`src/rx_cfg_consts.vh`:
```
// constants for the receiver configuration register bank
`ifndef RX_CFG_CONSTS_VH
`define RX_CFG_CONSTS_VH

// ----------------------------------------------------------------
// addresses
// ----------------------------------------------------------------
`define ADDR_FILTER_CHANNEL  6'h0A
`define ADDR_AGC_SQUELCH     6'h0B
`define ADDR_FIRST_GAIN      6'h0C
`define ADDR_LATER_GAIN      6'h0D

// ----------------------------------------------------------------
// reset values
// ----------------------------------------------------------------
`define RST_FILTER_CHANNEL   8'h00
`define RST_AGC_SQUELCH      8'h1A
`define RST_FIRST_GAIN       8'hD8
`define RST_LATER_GAIN       8'h00

// ----------------------------------------------------------------
// field positions
// ----------------------------------------------------------------
`define B_CH_PICK            7
`define B_AMD_MIXER          6
`define F_LOWPASS            5:3
`define F_ZERO_SET           2:0
`define B_LOW_POWER          7
`define B_LF_SPLIT           6
`define B_LF_ON              5
`define B_AGC_EN             4
`define B_AGC_FULL           3
`define B_AGC_RESET_ALG      2
`define B_SQUELCH_AUTO       1
`define B_PMIX_INTERNAL      0
`define F_AM_FIRST           7:5
`define F_PM_FIRST           4:2
`define B_CLIP               1
`define B_PEER_FORCE         0
`define F_AM_LATER           7:4
`define F_PM_LATER           3:0

// ----------------------------------------------------------------
// timing
// ----------------------------------------------------------------
`define SQUELCH_DELAY_NS     18880
`define CLK_PERIOD_NS        10
`define MASK_STEP_CARRIER    64

`endif

```
`src/rx_config_register_bank.v`:
```
// receiver configuration register bank with control outputs
`timescale 1ns/1ns
`include "rx_cfg_consts.vh"

module rx_config_register_bank #(
  parameter ADDR_W = 6
) (
  // clock and reset
  input  wire              CLK_I,
  input  wire              RST_N_I,
  // host register port
  input  wire [ADDR_W-1:0] ADDR_I,
  input  wire              WR_EN_I,
  input  wire              RD_EN_I,
  input  wire [7:0]        WDATA_I,
  output reg  [7:0]        RDATA_O,
  output reg               RVALID_O,
  // direct commands
  input  wire              SET_DEFAULT_I,
  input  wire              RESET_RX_GAIN_I,
  // receiver events
  input  wire              TX_END_I,
  input  wire              MASK_EXPIRED_I,
  input  wire              SINGLE_ENDED_I,
  // filter and channel controls
  output reg               RX_CHANNEL_PICK_O,
  output reg               AM_DEMOD_MIXER_O,
  output reg  [2:0]        LOWPASS_CODE_O,
  output reg  [2:0]        ZERO_SET_O,
  // agc and squelch controls
  output reg               RECEIVER_LOW_POWER_O,
  output reg               LOWFREQ_SPLIT_ROUTE_O,
  output reg               LOWFREQ_INPUT_ON_O,
  output reg               AGC_ENABLE_O,
  output reg               AGC_FULL_PERIOD_O,
  output reg               AGC_RESET_ALG_O,
  output reg               SQUELCH_ACTIVE_O,
  output reg               PM_MIXER_CLOCK_SRC_O,
  // gain controls
  output reg  [2:0]        AM_FIRST_STAGE_GAIN_O,
  output reg  [2:0]        PM_FIRST_STAGE_GAIN_O,
  output reg               STAGE_CLIP_O,
  output reg               PEER_MODE_GAIN_FORCE_O,
  output reg  [3:0]        AM_LATER_STAGE_GAIN_O,
  output reg  [3:0]        PM_LATER_STAGE_GAIN_O
);

  // ----------------------------------------------------------------
  // timing
  // ----------------------------------------------------------------
  localparam SQUELCH_CYC = (`SQUELCH_DELAY_NS + `CLK_PERIOD_NS - 1) / `CLK_PERIOD_NS;

  // ----------------------------------------------------------------
  // register defaults, sliced for the output flops
  // ----------------------------------------------------------------
  localparam [7:0] DFLT_FILTER = `RST_FILTER_CHANNEL;
  localparam [7:0] DFLT_AGC    = `RST_AGC_SQUELCH;
  localparam [7:0] DFLT_FIRST  = `RST_FIRST_GAIN;
  localparam [7:0] DFLT_LATER  = `RST_LATER_GAIN;

  // ----------------------------------------------------------------
  // input synchronisers
  // ----------------------------------------------------------------
  reg  [2:0] sync1_r;
  reg  [2:0] sync2_r;
  reg        tx_end_d_r;
  reg        mask_d_r;
  wire       tx_end_pulse;
  wire       mask_pulse;
  wire       single_ended;

  always @(posedge CLK_I or negedge RST_N_I) begin
    if (!RST_N_I) begin
      sync1_r    <= 3'h0;
      sync2_r    <= 3'h0;
      tx_end_d_r <= 1'b0;
      mask_d_r   <= 1'b0;
    end else begin
      sync1_r    <= {SINGLE_ENDED_I, MASK_EXPIRED_I, TX_END_I};
      sync2_r    <= sync1_r;
      tx_end_d_r <= sync2_r[0];
      mask_d_r   <= sync2_r[1];
    end
  end

  assign tx_end_pulse = sync2_r[0] & ~tx_end_d_r;
  assign mask_pulse   = sync2_r[1] & ~mask_d_r;
  assign single_ended = sync2_r[2];

  // ----------------------------------------------------------------
  // registers
  // ----------------------------------------------------------------
  reg  [7:0] filter_channel_r;
  reg  [7:0] agc_squelch_r;
  reg  [7:0] first_gain_r;
  reg  [7:0] later_gain_r;
  reg  [7:0] later_loaded_r;
  wire       hit_filter;
  wire       hit_agc;
  wire       hit_first;
  wire       hit_later;

  assign hit_filter = WR_EN_I && (ADDR_I == `ADDR_FILTER_CHANNEL);
  assign hit_agc    = WR_EN_I && (ADDR_I == `ADDR_AGC_SQUELCH);
  assign hit_first  = WR_EN_I && (ADDR_I == `ADDR_FIRST_GAIN);
  assign hit_later  = WR_EN_I && (ADDR_I == `ADDR_LATER_GAIN);

  always @(posedge CLK_I or negedge RST_N_I) begin
    if (!RST_N_I) begin
      filter_channel_r <= `RST_FILTER_CHANNEL;
      agc_squelch_r    <= `RST_AGC_SQUELCH;
      first_gain_r     <= `RST_FIRST_GAIN;
      later_gain_r     <= `RST_LATER_GAIN;
      later_loaded_r   <= `RST_LATER_GAIN;
    end else if (SET_DEFAULT_I) begin
      filter_channel_r <= `RST_FILTER_CHANNEL;
      agc_squelch_r    <= `RST_AGC_SQUELCH;
      first_gain_r     <= `RST_FIRST_GAIN;
      later_gain_r     <= `RST_LATER_GAIN;
      later_loaded_r   <= `RST_LATER_GAIN;
    end else begin
      if (hit_filter) begin
        filter_channel_r <= WDATA_I;
      end
      if (hit_agc) begin
        agc_squelch_r <= WDATA_I;
      end
      if (hit_first) begin
        first_gain_r <= WDATA_I;
      end
      if (hit_later) begin
        later_gain_r <= WDATA_I;
      end
      if (RESET_RX_GAIN_I) begin
        later_loaded_r <= later_gain_r;
      end
    end
  end

  // ----------------------------------------------------------------
  // read port
  // ----------------------------------------------------------------
  always @(posedge CLK_I or negedge RST_N_I) begin
    if (!RST_N_I) begin
      RDATA_O  <= 8'h00;
      RVALID_O <= 1'b0;
    end else begin
      RVALID_O <= RD_EN_I;
      if (!RD_EN_I) begin
        RDATA_O <= 8'h00;
      end else if (ADDR_I == `ADDR_FILTER_CHANNEL) begin
        RDATA_O <= filter_channel_r;
      end else if (ADDR_I == `ADDR_AGC_SQUELCH) begin
        RDATA_O <= agc_squelch_r;
      end else if (ADDR_I == `ADDR_FIRST_GAIN) begin
        RDATA_O <= first_gain_r;
      end else if (ADDR_I == `ADDR_LATER_GAIN) begin
        RDATA_O <= later_gain_r;
      end else begin
        RDATA_O <= 8'h00;
      end
    end
  end

  // ----------------------------------------------------------------
  // automatic squelch
  // ----------------------------------------------------------------
  wire squelch;

  rx_squelch_timer #(
    .DELAY_CYC (SQUELCH_CYC)
  ) u_squelch (
    .clk_i          (CLK_I),
    .rst_n_i        (RST_N_I),
    .enable_i       (agc_squelch_r[`B_SQUELCH_AUTO]),
    .tx_end_i       (tx_end_pulse),
    .mask_expired_i (mask_pulse),
    .squelch_o      (squelch)
  );

  // ----------------------------------------------------------------
  // control outputs
  // ----------------------------------------------------------------
  always @(posedge CLK_I or negedge RST_N_I) begin
    if (!RST_N_I) begin
      // register-field outputs show the register defaults while reset is held; SQUELCH_ACTIVE_O is held low
      RX_CHANNEL_PICK_O      <= DFLT_FILTER[`B_CH_PICK];
      AM_DEMOD_MIXER_O       <= DFLT_FILTER[`B_AMD_MIXER];
      LOWPASS_CODE_O         <= DFLT_FILTER[`F_LOWPASS];
      ZERO_SET_O             <= DFLT_FILTER[`F_ZERO_SET];
      RECEIVER_LOW_POWER_O   <= DFLT_AGC[`B_LOW_POWER];
      LOWFREQ_SPLIT_ROUTE_O  <= DFLT_AGC[`B_LF_SPLIT];
      LOWFREQ_INPUT_ON_O     <= DFLT_AGC[`B_LF_ON];
      AGC_ENABLE_O           <= DFLT_AGC[`B_AGC_EN];
      AGC_FULL_PERIOD_O      <= DFLT_AGC[`B_AGC_FULL];
      AGC_RESET_ALG_O        <= DFLT_AGC[`B_AGC_RESET_ALG];
      SQUELCH_ACTIVE_O       <= 1'b0;
      PM_MIXER_CLOCK_SRC_O   <= DFLT_AGC[`B_PMIX_INTERNAL];
      AM_FIRST_STAGE_GAIN_O  <= DFLT_FIRST[`F_AM_FIRST];
      PM_FIRST_STAGE_GAIN_O  <= DFLT_FIRST[`F_PM_FIRST];
      STAGE_CLIP_O           <= DFLT_FIRST[`B_CLIP];
      PEER_MODE_GAIN_FORCE_O <= DFLT_FIRST[`B_PEER_FORCE];
      AM_LATER_STAGE_GAIN_O  <= DFLT_LATER[`F_AM_LATER];
      PM_LATER_STAGE_GAIN_O  <= DFLT_LATER[`F_PM_LATER];
    end else begin
      RX_CHANNEL_PICK_O      <= filter_channel_r[`B_CH_PICK];
      AM_DEMOD_MIXER_O       <= filter_channel_r[`B_AMD_MIXER];
      LOWPASS_CODE_O         <= filter_channel_r[`F_LOWPASS];
      ZERO_SET_O             <= filter_channel_r[`F_ZERO_SET];
      RECEIVER_LOW_POWER_O   <= agc_squelch_r[`B_LOW_POWER];
      LOWFREQ_SPLIT_ROUTE_O  <= agc_squelch_r[`B_LF_SPLIT];
      LOWFREQ_INPUT_ON_O     <= agc_squelch_r[`B_LF_ON];
      AGC_ENABLE_O           <= agc_squelch_r[`B_AGC_EN];
      AGC_FULL_PERIOD_O      <= agc_squelch_r[`B_AGC_FULL];
      AGC_RESET_ALG_O        <= agc_squelch_r[`B_AGC_RESET_ALG];
      SQUELCH_ACTIVE_O       <= squelch;
      // single-ended operation always uses the internal mixer clock
      PM_MIXER_CLOCK_SRC_O   <= agc_squelch_r[`B_PMIX_INTERNAL] | single_ended;
      AM_FIRST_STAGE_GAIN_O  <= first_gain_r[`F_AM_FIRST];
      PM_FIRST_STAGE_GAIN_O  <= first_gain_r[`F_PM_FIRST];
      STAGE_CLIP_O           <= first_gain_r[`B_CLIP];
      PEER_MODE_GAIN_FORCE_O <= first_gain_r[`B_PEER_FORCE];
      AM_LATER_STAGE_GAIN_O  <= later_loaded_r[`F_AM_LATER];
      PM_LATER_STAGE_GAIN_O  <= later_loaded_r[`F_PM_LATER];
    end
  end

endmodule // rx_config_register_bank

```
`src/rx_squelch_timer.v`:
```
// automatic squelch window timer after end of transmit
`timescale 1ns/1ns
module rx_squelch_timer #(
  parameter DELAY_CYC = 1888
) (
  input  wire       clk_i,
  input  wire       rst_n_i,
  input  wire       enable_i,
  input  wire       tx_end_i,
  input  wire       mask_expired_i,
  output reg        squelch_o
);

  reg  [15:0] cnt_r;
  reg         waiting_r;

  always @(posedge clk_i or negedge rst_n_i) begin
    if (!rst_n_i) begin
      cnt_r     <= 16'h0000;
      waiting_r <= 1'b0;
      squelch_o <= 1'b0;
    end else if (mask_expired_i || !enable_i) begin
      cnt_r     <= 16'h0000;
      waiting_r <= 1'b0;
      squelch_o <= 1'b0;
    end else if (tx_end_i) begin
      cnt_r     <= 16'h0000;
      waiting_r <= 1'b1;
      squelch_o <= 1'b0;
    end else if (waiting_r) begin
      if (cnt_r == DELAY_CYC[15:0] - 16'h0001) begin
        waiting_r <= 1'b0;
        squelch_o <= 1'b1;
      end else begin
        cnt_r <= cnt_r + 16'h0001;
      end
    end
  end

endmodule // rx_squelch_timer

```
`config.mk`:
```
export PLATFORM = sky130hd
export DESIGN_NAME = rx_config_register_bank
export DESIGN_NICKNAME = d
export VERILOG_FILES = /design/src/rx_config_register_bank.v /design/src/rx_squelch_timer.v
export VERILOG_INCLUDE_DIRS = /design/src
export SDC_FILE = /design/constraint.sdc
export NUM_CORES = 1
export LEC_CHECK = 0
export BUFFER_PORTS_ARGS = -buffer_cell sky130_fd_sc_hd__buf_2
export CELL_PAD_IN_SITES_DETAIL_PLACEMENT = 2
export CELL_PAD_IN_SITES_GLOBAL_PLACEMENT = 2
export CORE_AREA = 2 2 112 114
export CTS_BUF_LIST = sky130_fd_sc_hd__clkbuf_16
export CTS_CLUSTER_DIAMETER = 100
export DETAILED_ROUTE_END_ITERATION = 16
export DIE_AREA = 0 0 114 116
export PLACE_DENSITY = 0.74
export SYNTH_ARGS = -nofsm -noshare
export SYNTH_HDL_FRONTEND = slang
export SYNTH_SLANG_ARGS = --single-unit
export TNS_END_PERCENT = 50
```
`constraint.sdc`:
```
create_clock -name CLK_I -period 3.15 [get_ports CLK_I]
set_input_delay 0.4725 -clock CLK_I [delete_from_list [all_inputs] [get_ports CLK_I]]
set_output_delay 0.4725 -clock CLK_I [all_outputs]
set_load 0.02 [all_outputs]
```
==> qor.txt, run 1 <==
Synth unique cells - 38
Area contributors post-synth - dfrtp_1 57%, mux2i_1 10%, dfstp_2 8.3%
Largest net degree at the start of global routing - 56
Post-Syn Instances - 321
Primary FF master, synth - dfrtp_1
Clock-pin slew on the worst setup and hold paths - 0.07 ns
Setup TNS - 0 ns
Final hold violations - 0
Wire length per cell - 18.9 um
Most common cell after layout, fill and taps aside - dfrtp_1
CTS tree - built
# IOs - 64
Storage element area - 2690 sq um
Max cap viols - 0
Most frequent cells in the layout - 94 x dfrtp_1, 62 x buf_2, 58 x nor2_1, 43 x mux2i_1, 13 x dfstp_2
Slew @ Worst Pin - 0.798 ns
R2R cell count - 4
Clock Path Buffers - 2
Die span in y - 116 um
Gr ovfl total - 0
Status - finished, final reports clean
All-Layer GR Usage - 16.7%
Post-cts resize count - 0
DP HPWL - 7000 um
Vias per cell - 5.06
Clock Sinks - 107
CP Launch Point - ADDR_I[5]
#FFs+latches synth - 107
H-tree levels - 3
Clock Latency Late Sink - 0.36 ns
Maximum vdd drop - 0.000388 V
Synth warn - 0
Fin nets - 410
Core Rows - 40
CTS root buf - clkbuf_16
CP arrival - 2.12 ns
TritonRoute pass-1 iters - 4
Die X - 114 um
Starting Density - 34.4%
Initial antenna violation count - 1
Post-synth ARST share - 100%
CTS buffer count - 9
Type of destination of the critical path - flip-flop
Final setup violation count - 0
IO buf count - 63
Slew Viols, Final - 0
Crit share post-route - 60.9%
Crit Path Max Fanout - 8
Multi-input logic area - 1340 sq um
Setup CP Type - input pin to flip-flop
Setup crit start kind - input pin
Vias in the first global route - 3,107
Detail Route Antenna Nets - 0
RSZ-0062 raised after global routing - no
Fillcell total - 1,247
WHS - 0.177 ns
Yosys top cell area share - 57.3%
Peak Freq - 521 MHz
Power per cell area - 544 nW/um^2
Crit path required time - 3.35 ns
Crit path time final - 1.92 ns
Placer Congestion - 0.777
Max_slew headroom - 46.8%
Initial DRC Count - 119
Lkg Pwr - 0.00241 uW
EDFF count, synth - 0
Remaining DRCs - 0
Hold Path Class - input pin to asynchronous set/reset pin
Die area - 13,200 sq um
Register area share after synthesis - 65.7%
Worst clock skew - 0.0135 ns
Post-CTS repair timing setup buffer count - 0
DRT Wirelength - 10,200 um
CORE AREA - 11,900 sq um
Layout cells sized above 1 - 26.3%
Syn Area/Cell - 12.8 sq um
Area Growth Syn to Fin - 19.4%
Net Count, Synth - 345
CTS Hold Bufs - 0
Via count - 2,729
Worst R2R Start - u_squelch.cnt_r[5]$_DFFE_PN0P_
First-pass GRT wire length - 16,600 um
Synthesized area - 4100 sq um
Top cell type by total area after synthesis - dfrtp_1
-- registers in the layout, indices dropped and copies added (netlist names), 3 cells and up --
register and count:
AM_FIRST_STAGE_GAIN_O 3, AM_LATER_STAGE_GAIN_O 4, LOWPASS_CODE_O 3, PM_FIRST_STAGE_GAIN_O 3, PM_LATER_STAGE_GAIN_O 4, RDATA_O 8, ZERO_SET_O 3, agc_squelch_r 8
filter_channel_r 8, first_gain_r 8, later_gain_r 8, later_loaded_r 8, sync1_r 3, sync2_r 3, u_squelch.cnt_r 16
-- critical path, stage by stage --
cell,delay [ns]
buf_2,0.11
nor3b_1,0.43
nand4b_1,0.66
mux2i_1,0.37
nor2_1,0.07
-- power by group --
group	leakage (uW)	total, uW	switching (uW)	internal (uW)
clock	0.000146	1130	509	620
sequential	0.00142	1410	15.0	1390
combinational	0.000839	125	86.0	39.1
-- path summary, 6_finish.rpt --
path	slack (ns)	end
setup / recovery	1.23	filter_channel_r[3]$_DFFE_PN0P_
hold / removal	0.18	u_squelch.cnt_r[3]$_DFFE_PN0P_
setup reg to reg	1.32	u_squelch.cnt_r[0]$_DFFE_PN0P_
hold reg to reg	0.35	sync2_r[0]$_DFF_PN0_
max in group asynchronous	2.20	agc_squelch_r[1]$_DFFE_PN1P_
min in group CLK_I	0.22	sync1_r[2]$_DFF_PN0_
-- metrics by stage --
| stage | std cells | setup WS (ns) | utilization [%] | instance area, sq um | power, uW |
|---|---|---|---|---|---|
| 6_report | 539 | 1.23 | 41.1 | 4900 | 2660 |
| 5_1_grt | 539 | 1.11 | 41.1 | 4900 | 2780 |
| 3_3_place_gp | 522 | 0.948 | 38.6 | 4600 | 1550 |
| 4_1_cts | 538 | 1.22 | 41.1 | 4900 | 2710 |
| 3_5_place_dp | 522 | 0.855 | 38.6 | 4600 | 1560 |
| 2_1_floorplan | 321 | 1.39 | - | 4100 | 1490 |
-- synth_stat cells (all sizes together) (7+ instances only) --
cell type,count
inv,8
a211o,7
mux2i,43
nand3,8
nor4,9
nand2,9
dfrtp,94
dfstp,13
nor2,58
xnor2,7
clkbuf,8
a221o,8
-- metal layers --
layer | track usage (%) | share of wire [%] | vias to the layer above
met4 | 6.26 | 2.3 | 0
li1 | - | - | 1240
met1 | 19.8 | 42 | 1432
met3 | 4.71 | 3.2 | 16
met5 | 0 | 0 | -
met2 | 29.2 | 53 | 41
-- cell type report --
| type | count | share of cell area [%] |
|---|---|---|
| diodes | 1 | 0.0511 |
| clock buffers | 9 | 4.60 |
| flip-flops and latches | 107 | 55.0 |
| clock inverters | 7 | 1.51 |
| inverters | 8 | 0.613 |
| well taps | 147 | 3.75 |
| repair buffers | 66 | 7.20 |
| multi-input cells | 194 | 27.3 |
-- cells by family after synthesis --
family | after synthesis | share of synthesized area (%)
mux | 43 | 10.5
buf+inv | 20 | 1.92
simple gates | 114 | 14.2
xor+xnor | 8 | 1.71
flops | 107 | 65.7
fa+ha+maj | 1 | 0.305
compound gates | 28 | 5.76
Power figures use the tool's default switching activity.
==> inputs of run 2 (changes only) <==
Settings changed: CORE_AREA 2 2 112 114 to 2 2 113 115, DIE_AREA 0 0 114 116 to 0 0 115 117, PLACE_DENSITY 0.74 to 0.76.
Clock period 3.15 ns to 1.72 ns, I/O delays scaled along.
==> run 2 against run 1 <==
Net effect: the flow now finishes with violations (negative setup slack); die area increased by 1.7%; register-to-register slack got worse by 1.4 ns; utilization grew 0.51 points; worst hold slack worse by 0.14 ns; sequential share of layout area decreased by 2.4 points; final cell count increased by 4.8%; first-iteration DRC count grew 4.2%; critical path type is now flip-flop to flip-flop; largest cell class unchanged; largest power group unchanged.
==> qor.txt, run 2 (same netlist as run 1, synthesis figures left out) <==
Status - finished, violations left
Failing checks - negative setup slack
Slew Viols, Final - 0
First-pass GRT wire length - 17,200 um
Peak Freq - 567 MHz
Placed cells - 542
TritonRoute pass-1 iters - 4
Type of destination of the critical path - flip-flop
Power per cell area - 954 nW/um^2
Vias in the first global route - 3,202
Die span in y - 117 um
Setup crit start kind - flip-flop
Layout cells sized above 1 - 29.9%
Via count - 2,818
Gr ovfl total - 0
Fillcell total - 1,276
DRT Wirelength - 10,500 um
Initial antenna violation count - 0
Crit path time final - 1.76 ns
Wire length per cell - 18.6 um
Vias per cell - 4.99
Most flops, register - u_squelch.cnt_r
Crit Path Max Fanout - 3
CTS tree - built
Finished Cell Area - 5130 sq um
Dpl cell area - 4730 sq um
P_int - 3770 uW
Slew @ Worst Pin - 0.668 ns
Detail Route Antenna Nets - 0
DP HPWL - 7390 um
Final non-filler cell total - 565
Switching Power - 1110 uW
Clock power frac - 42.1%
Die X - 115 um
CP arrival - 2.04 ns
WHS - 0.0401 ns
Starting Density - 33.3%
Initial DRC Count - 124
Lkg Pwr - 0.00254 uW
CORE AREA - 12,300 sq um
CTS buffer count - 9
Clock Path Buffers - 2
Pre-CTS setup slack - -0.0962 ns
Clock Sinks - 107
# IOs - 64
Hold Path Class - input pin to flip-flop
Worst setup margin - -0.0427 ns
Setup CP Type - flip-flop to flip-flop
Clock Latency Late Sink - 0.35 ns
Maximum vdd drop - 0.000690 V
Fin nets - 434
IO buf count - 63
Seq pwr share - 52.8%
RSZ-0062 raised after global routing - yes
Most common cell after layout, fill and taps aside - dfrtp_1
Crit path required time - 2.00 ns
Sw Share - 22.8%
Final hold violations - 0
Largest net degree at the start of global routing - 44
Final setup violation count - 3
Max_slew headroom - 55.3%
Remaining DRCs - 0
Max cap viols - 0
Core Rows - 41
All-Layer GR Usage - 16.9%
Worst clock skew - 0.00970 ns
Multi-input logic area - 1370 sq um
Area Growth Syn to Fin - 24.9%
Most frequent cells in the layout - 94 x dfrtp_1, 62 x buf_2, 58 x nor2_1, 43 x mux2i_1, 22 x buf_4
Storage element area - 2690 sq um
Placer Congestion - 0.780
# diodes - 0
Power Total - 4890 uW
Combinational share of power - 5.2%
Crit share post-route - 102%
Die area - 13,500 sq um
H-tree levels - 3
CTS root buf - clkbuf_16
Clock-pin slew on the worst setup and hold paths - 0.07 ns
Max reg flops - 16
==> run 2: cell types whose count changed in the layout (fill, tap and decap cells not counted), moves of 2 or more <==
cell and delta:
buf_4 +19, dlygate4sd3_1 +4, inv_1 +2, nand3_1 -2, nand3_2 +2, clkinv_2 -2, nor4_4 +2
==> run 2: layer usage <==
| metal | global-route usage [%] | part of all wire (%) | vias up |
|---|---|---|---|
| met4 | 4.82 | 1.5 | 0 |
| met3 | 4.63 | 3.5 | 12 |
| li1 | - | - | 1294 |
| met1 | 21.4 | 44 | 1460 |
| met5 | 0 | 0 | - |
| met2 | 28.8 | 51 | 52 |
==> run 2: metrics by stage <==
step,util [%],TNS [ns]
floorplan,-,0
global placement,38.4,-0.0347
detailed placement,38.4,-0.240
CTS,41.1,-0.0765
global route,41.6,-0.344
finish,41.6,-0.0596
==> run 2: final timing paths <==
path                            cells after the start                                  to  slack [ns]                            from
worst max-delay path                                5      u_squelch.cnt_r[1]$_DFFE_PN0P_       -0.04  u_squelch.cnt_r[7]$_DFFE_PN0P_
worst min-delay path                                1                  RVALID_O$_DFF_PN0_        0.04                         RD_EN_I
worst max register to register                      5      u_squelch.cnt_r[1]$_DFFE_PN0P_       -0.04  u_squelch.cnt_r[7]$_DFFE_PN0P_
worst min register to register                      0                sync2_r[0]$_DFF_PN0_        0.35            sync1_r[0]$_DFF_PN0_
max in group asynchronous                           3  AM_FIRST_STAGE_GAIN_O[1]$_DFF_PN1_        0.67                         RST_N_I
min in group asynchronous                           2                  RVALID_O$_DFF_PN0_        0.42                         RST_N_I
==> run 2: critical path: stages, from the launching register on <==
cell and delay [ns]:
dfrtp_1 0.38, or4b_4 0.60, o41ai_4 0.38, buf_4 0.19, nand3_2 0.07, o21ai_1 0.08
==> run 2: cell type report <==
class / count / share of cell area [%]
clock buffer: 9 / 4.39
timing repair buffer: 90 / 10.7
inverter: 8 / 0.586
sequential: 107 / 52.6
multi-input combinational: 194 / 26.8
clock inverter: 7 / 1.37
tap: 150 / 3.66
==> run 2: repair_timing <==
item / 4_1_cts / 5_1_grt
resized for setup: 2 / 6
pin swaps: 2 / 6
setup buffers: 1 / 2
hold buffers: 3 / 1
endpoints found under the hold margin: 26 / 1
endpoints found under the setup margin: 4 / 10
==> run 2: power by group through the flow <==
| stage | Combinational [uW] | Clock, uW | Sequential, uW |
|---|---|---|---|
| 4_1_cts | 258 | 2150 | 2580 |
| 2_1_floorplan | 97.1 | 0 | 2630 |
| 3_5_place_dp | 246 | 0 | 2630 |
| 5_1_grt | 285 | 2230 | 2580 |
| 6_report | 253 | 2060 | 2580 |
| 3_3_place_gp | 237 | 0 | 2620 |
==> inputs of run 3 (changes only) <==
Settings changed: CORE_AREA 2 2 113 115 to 2 2 112 114, DIE_AREA 0 0 115 117 to 0 0 114 116, PLACE_DENSITY 0.76 to 0.74.
Clock period 1.72 ns to 1.7 ns, I/O delays scaled along.
==> run 3 against run 2 <==
Net effect: the run still ends with negative setup slack left; clock-buffer cell count stayed put; first-iteration DRC count is 31% lower; combinational power is 11% higher.
==> qor.txt, run 3 (same netlist as run 1, synthesis figures left out) <==
Peak Freq - 555 MHz
Fin util - 43.5%
Max cap viols - 0
Critical path's slowest cell - or4_4
Die area - 13,200 sq um
CP max stage delay - 0.59 ns
First-pass GRT wire length - 17,800 um
Met2 routed WL - 5840 um
Final non-filler cell total - 567
Power per cell area - 956 nW/um^2
Die span in y - 116 um
Detail Route Antenna Nets - 0
Setup CP Type - flip-flop to flip-flop
Placer Congestion - 0.811
All-Layer GR Usage - 18.0%
Clock-pin slew on the worst setup and hold paths - 0.07 ns
Vias per cell - 5.03
Clock Sinks - 107
Crit path required time - 1.93 ns
Setup TNS - -0.224 ns
Clock Path Buffers - 2
Max_slew headroom - 52.3%
Final setup violation count - 5
DR top layer - met4
Crit path time final - 1.80 ns
Crit share post-route - 106%
DRT Wirelength - 10,900 um
Starting Density - 34.4%
Layout cells sized above 1 - 32.1%
Worst R2R Start - u_squelch.cnt_r[5]$_DFFE_PN0P_
Initial DRC Count - 85
R2R Setup Slk - -0.10 ns
Fillcell total - 1,202
TritonRoute pass-1 iters - 4
HP Start - RD_EN_I
Fin nets - 439
Lkg Pwr - 0.00255 uW
Slew @ Worst Pin - 0.713 ns
Crit Path Max Fanout - 4
Worst-path cell chain - or4_4 -> o41ai_4 -> xor2_1 -> nor2_1
Wire length per cell - 19.2 um
# IOs - 64
Most frequent cells in the layout - 94 x dfrtp_1, 62 x buf_2, 58 x nor2_1, 43 x mux2i_1, 27 x buf_4
Most flops, register - u_squelch.cnt_r
R2R cell count - 4
Type of destination of the critical path - flip-flop
Clock Latency Late Sink - 0.35 ns
Core Rows - 40
H-tree levels - 3
Power Total - 4950 uW
DP HPWL - 7510 um
Maximum vdd drop - 0.000726 V
Max reg flops - 16
RSZ-0062 raised after global routing - yes
Via count - 2,854
Gr ovfl total - 0
Placed cells - 543
Failing checks - negative setup slack
Final hold violations - 0
CORE AREA - 11,900 sq um
Largest net degree at the start of global routing - 41
Area Growth Syn to Fin - 26.2%
Slew Viols, Final - 0
Setup crit start kind - flip-flop
Die X - 114 um
Worst setup margin - -0.101 ns
R2r endpoint - u_squelch.cnt_r[0]$_DFFE_PN0P_
Remaining DRCs - 0
Status - finished, violations left
Most common cell after layout, fill and taps aside - dfrtp_1
M1 WL - 4570 um
Met3 routed WL - 353 um
Initial antenna violation count - 0
CTS tree - built
Hold Path Class - input pin to flip-flop
Hold path depth - 1
Worst clock skew - 0.00762 ns
# diodes - 0
CTS root buf - clkbuf_16
CTS buffer count - 9
WHS - 0.0472 ns
Top Family by Delay on Critical Path - simple AND/OR/NAND/NOR gates
Vias in the first global route - 3,155
CP arrival - 2.03 ns
Hold Crit Endpoint - RVALID_O$_DFF_PN0_
Crit path buffers/inverters - 0
IO buf count - 63
[run 3: power by group]
part           leakage [uW]  internal [uW]  switching (uW)
logic              0.000982            105             175
registers           0.00142           2580            26.4
clock network      0.000147           1140             924
total               0.00255           3830            1130
[run 3: final cells by class]
cell class              count  area [sq um]  area share, %
flip-flops and latches    107          2690           52.0
multi-input cells         194          1380           26.7
repair buffers             95           593           11.5
clock buffers               9           225           4.35
well taps                 147           184           3.55
clock inverters             7          68.8           1.33
inverters                   8          30.0          0.580
[run 3: per-layer routing]
layer / vias up / track usage (%)
met3: 10 / 4.76
met4: 0 / 4.15
met5: - / 0
met1: 1502 / 22.2
met2: 42 / 31.8
li1: 1300 / -
[run 3: worst max path at each step]
stage | from | to | depth (start not counted)
floorplan | u_squelch.cnt_r[5]$_DFFE_PN0P_ | u_squelch.cnt_r[0]$_DFFE_PN0P_ | 4
global placement | u_squelch.cnt_r[5]$_DFFE_PN0P_ | u_squelch.cnt_r[0]$_DFFE_PN0P_ | 4
detailed placement | ADDR_I[5] | RDATA_O[1]$_DFF_PN0_ | 5
CTS | u_squelch.cnt_r[7]$_DFFE_PN0P_ | u_squelch.cnt_r[0]$_DFFE_PN0P_ | 4
global route | u_squelch.cnt_r[14]$_DFFE_PN0P_ | u_squelch.cnt_r[0]$_DFFE_PN0P_ | 4
finish | u_squelch.cnt_r[5]$_DFFE_PN0P_ | u_squelch.cnt_r[0]$_DFFE_PN0P_ | 4
[run 3: through the flow]
| stage | worst slack, ns | cell area [sq um] |
|---|---|---|
| final | -0.101 | 5180 |
| after global routing | -0.187 | 5180 |
| after CTS | -0.0805 | 5120 |
| after detailed placement | -0.0919 | 4770 |
| after global placement | -0.0281 | 4770 |
| after floorplan | 0.0135 | 4100 |
[run 3: what timing repair did]
item / CTS / global route
hold buffers: 4 / 0
gates resized for setup: 2 / 8
hold endpoints to repair: 25 / 0
pin swaps: 2 / 7
buffers inserted: 1 / 3
endpoints found under the setup margin: 6 / 13
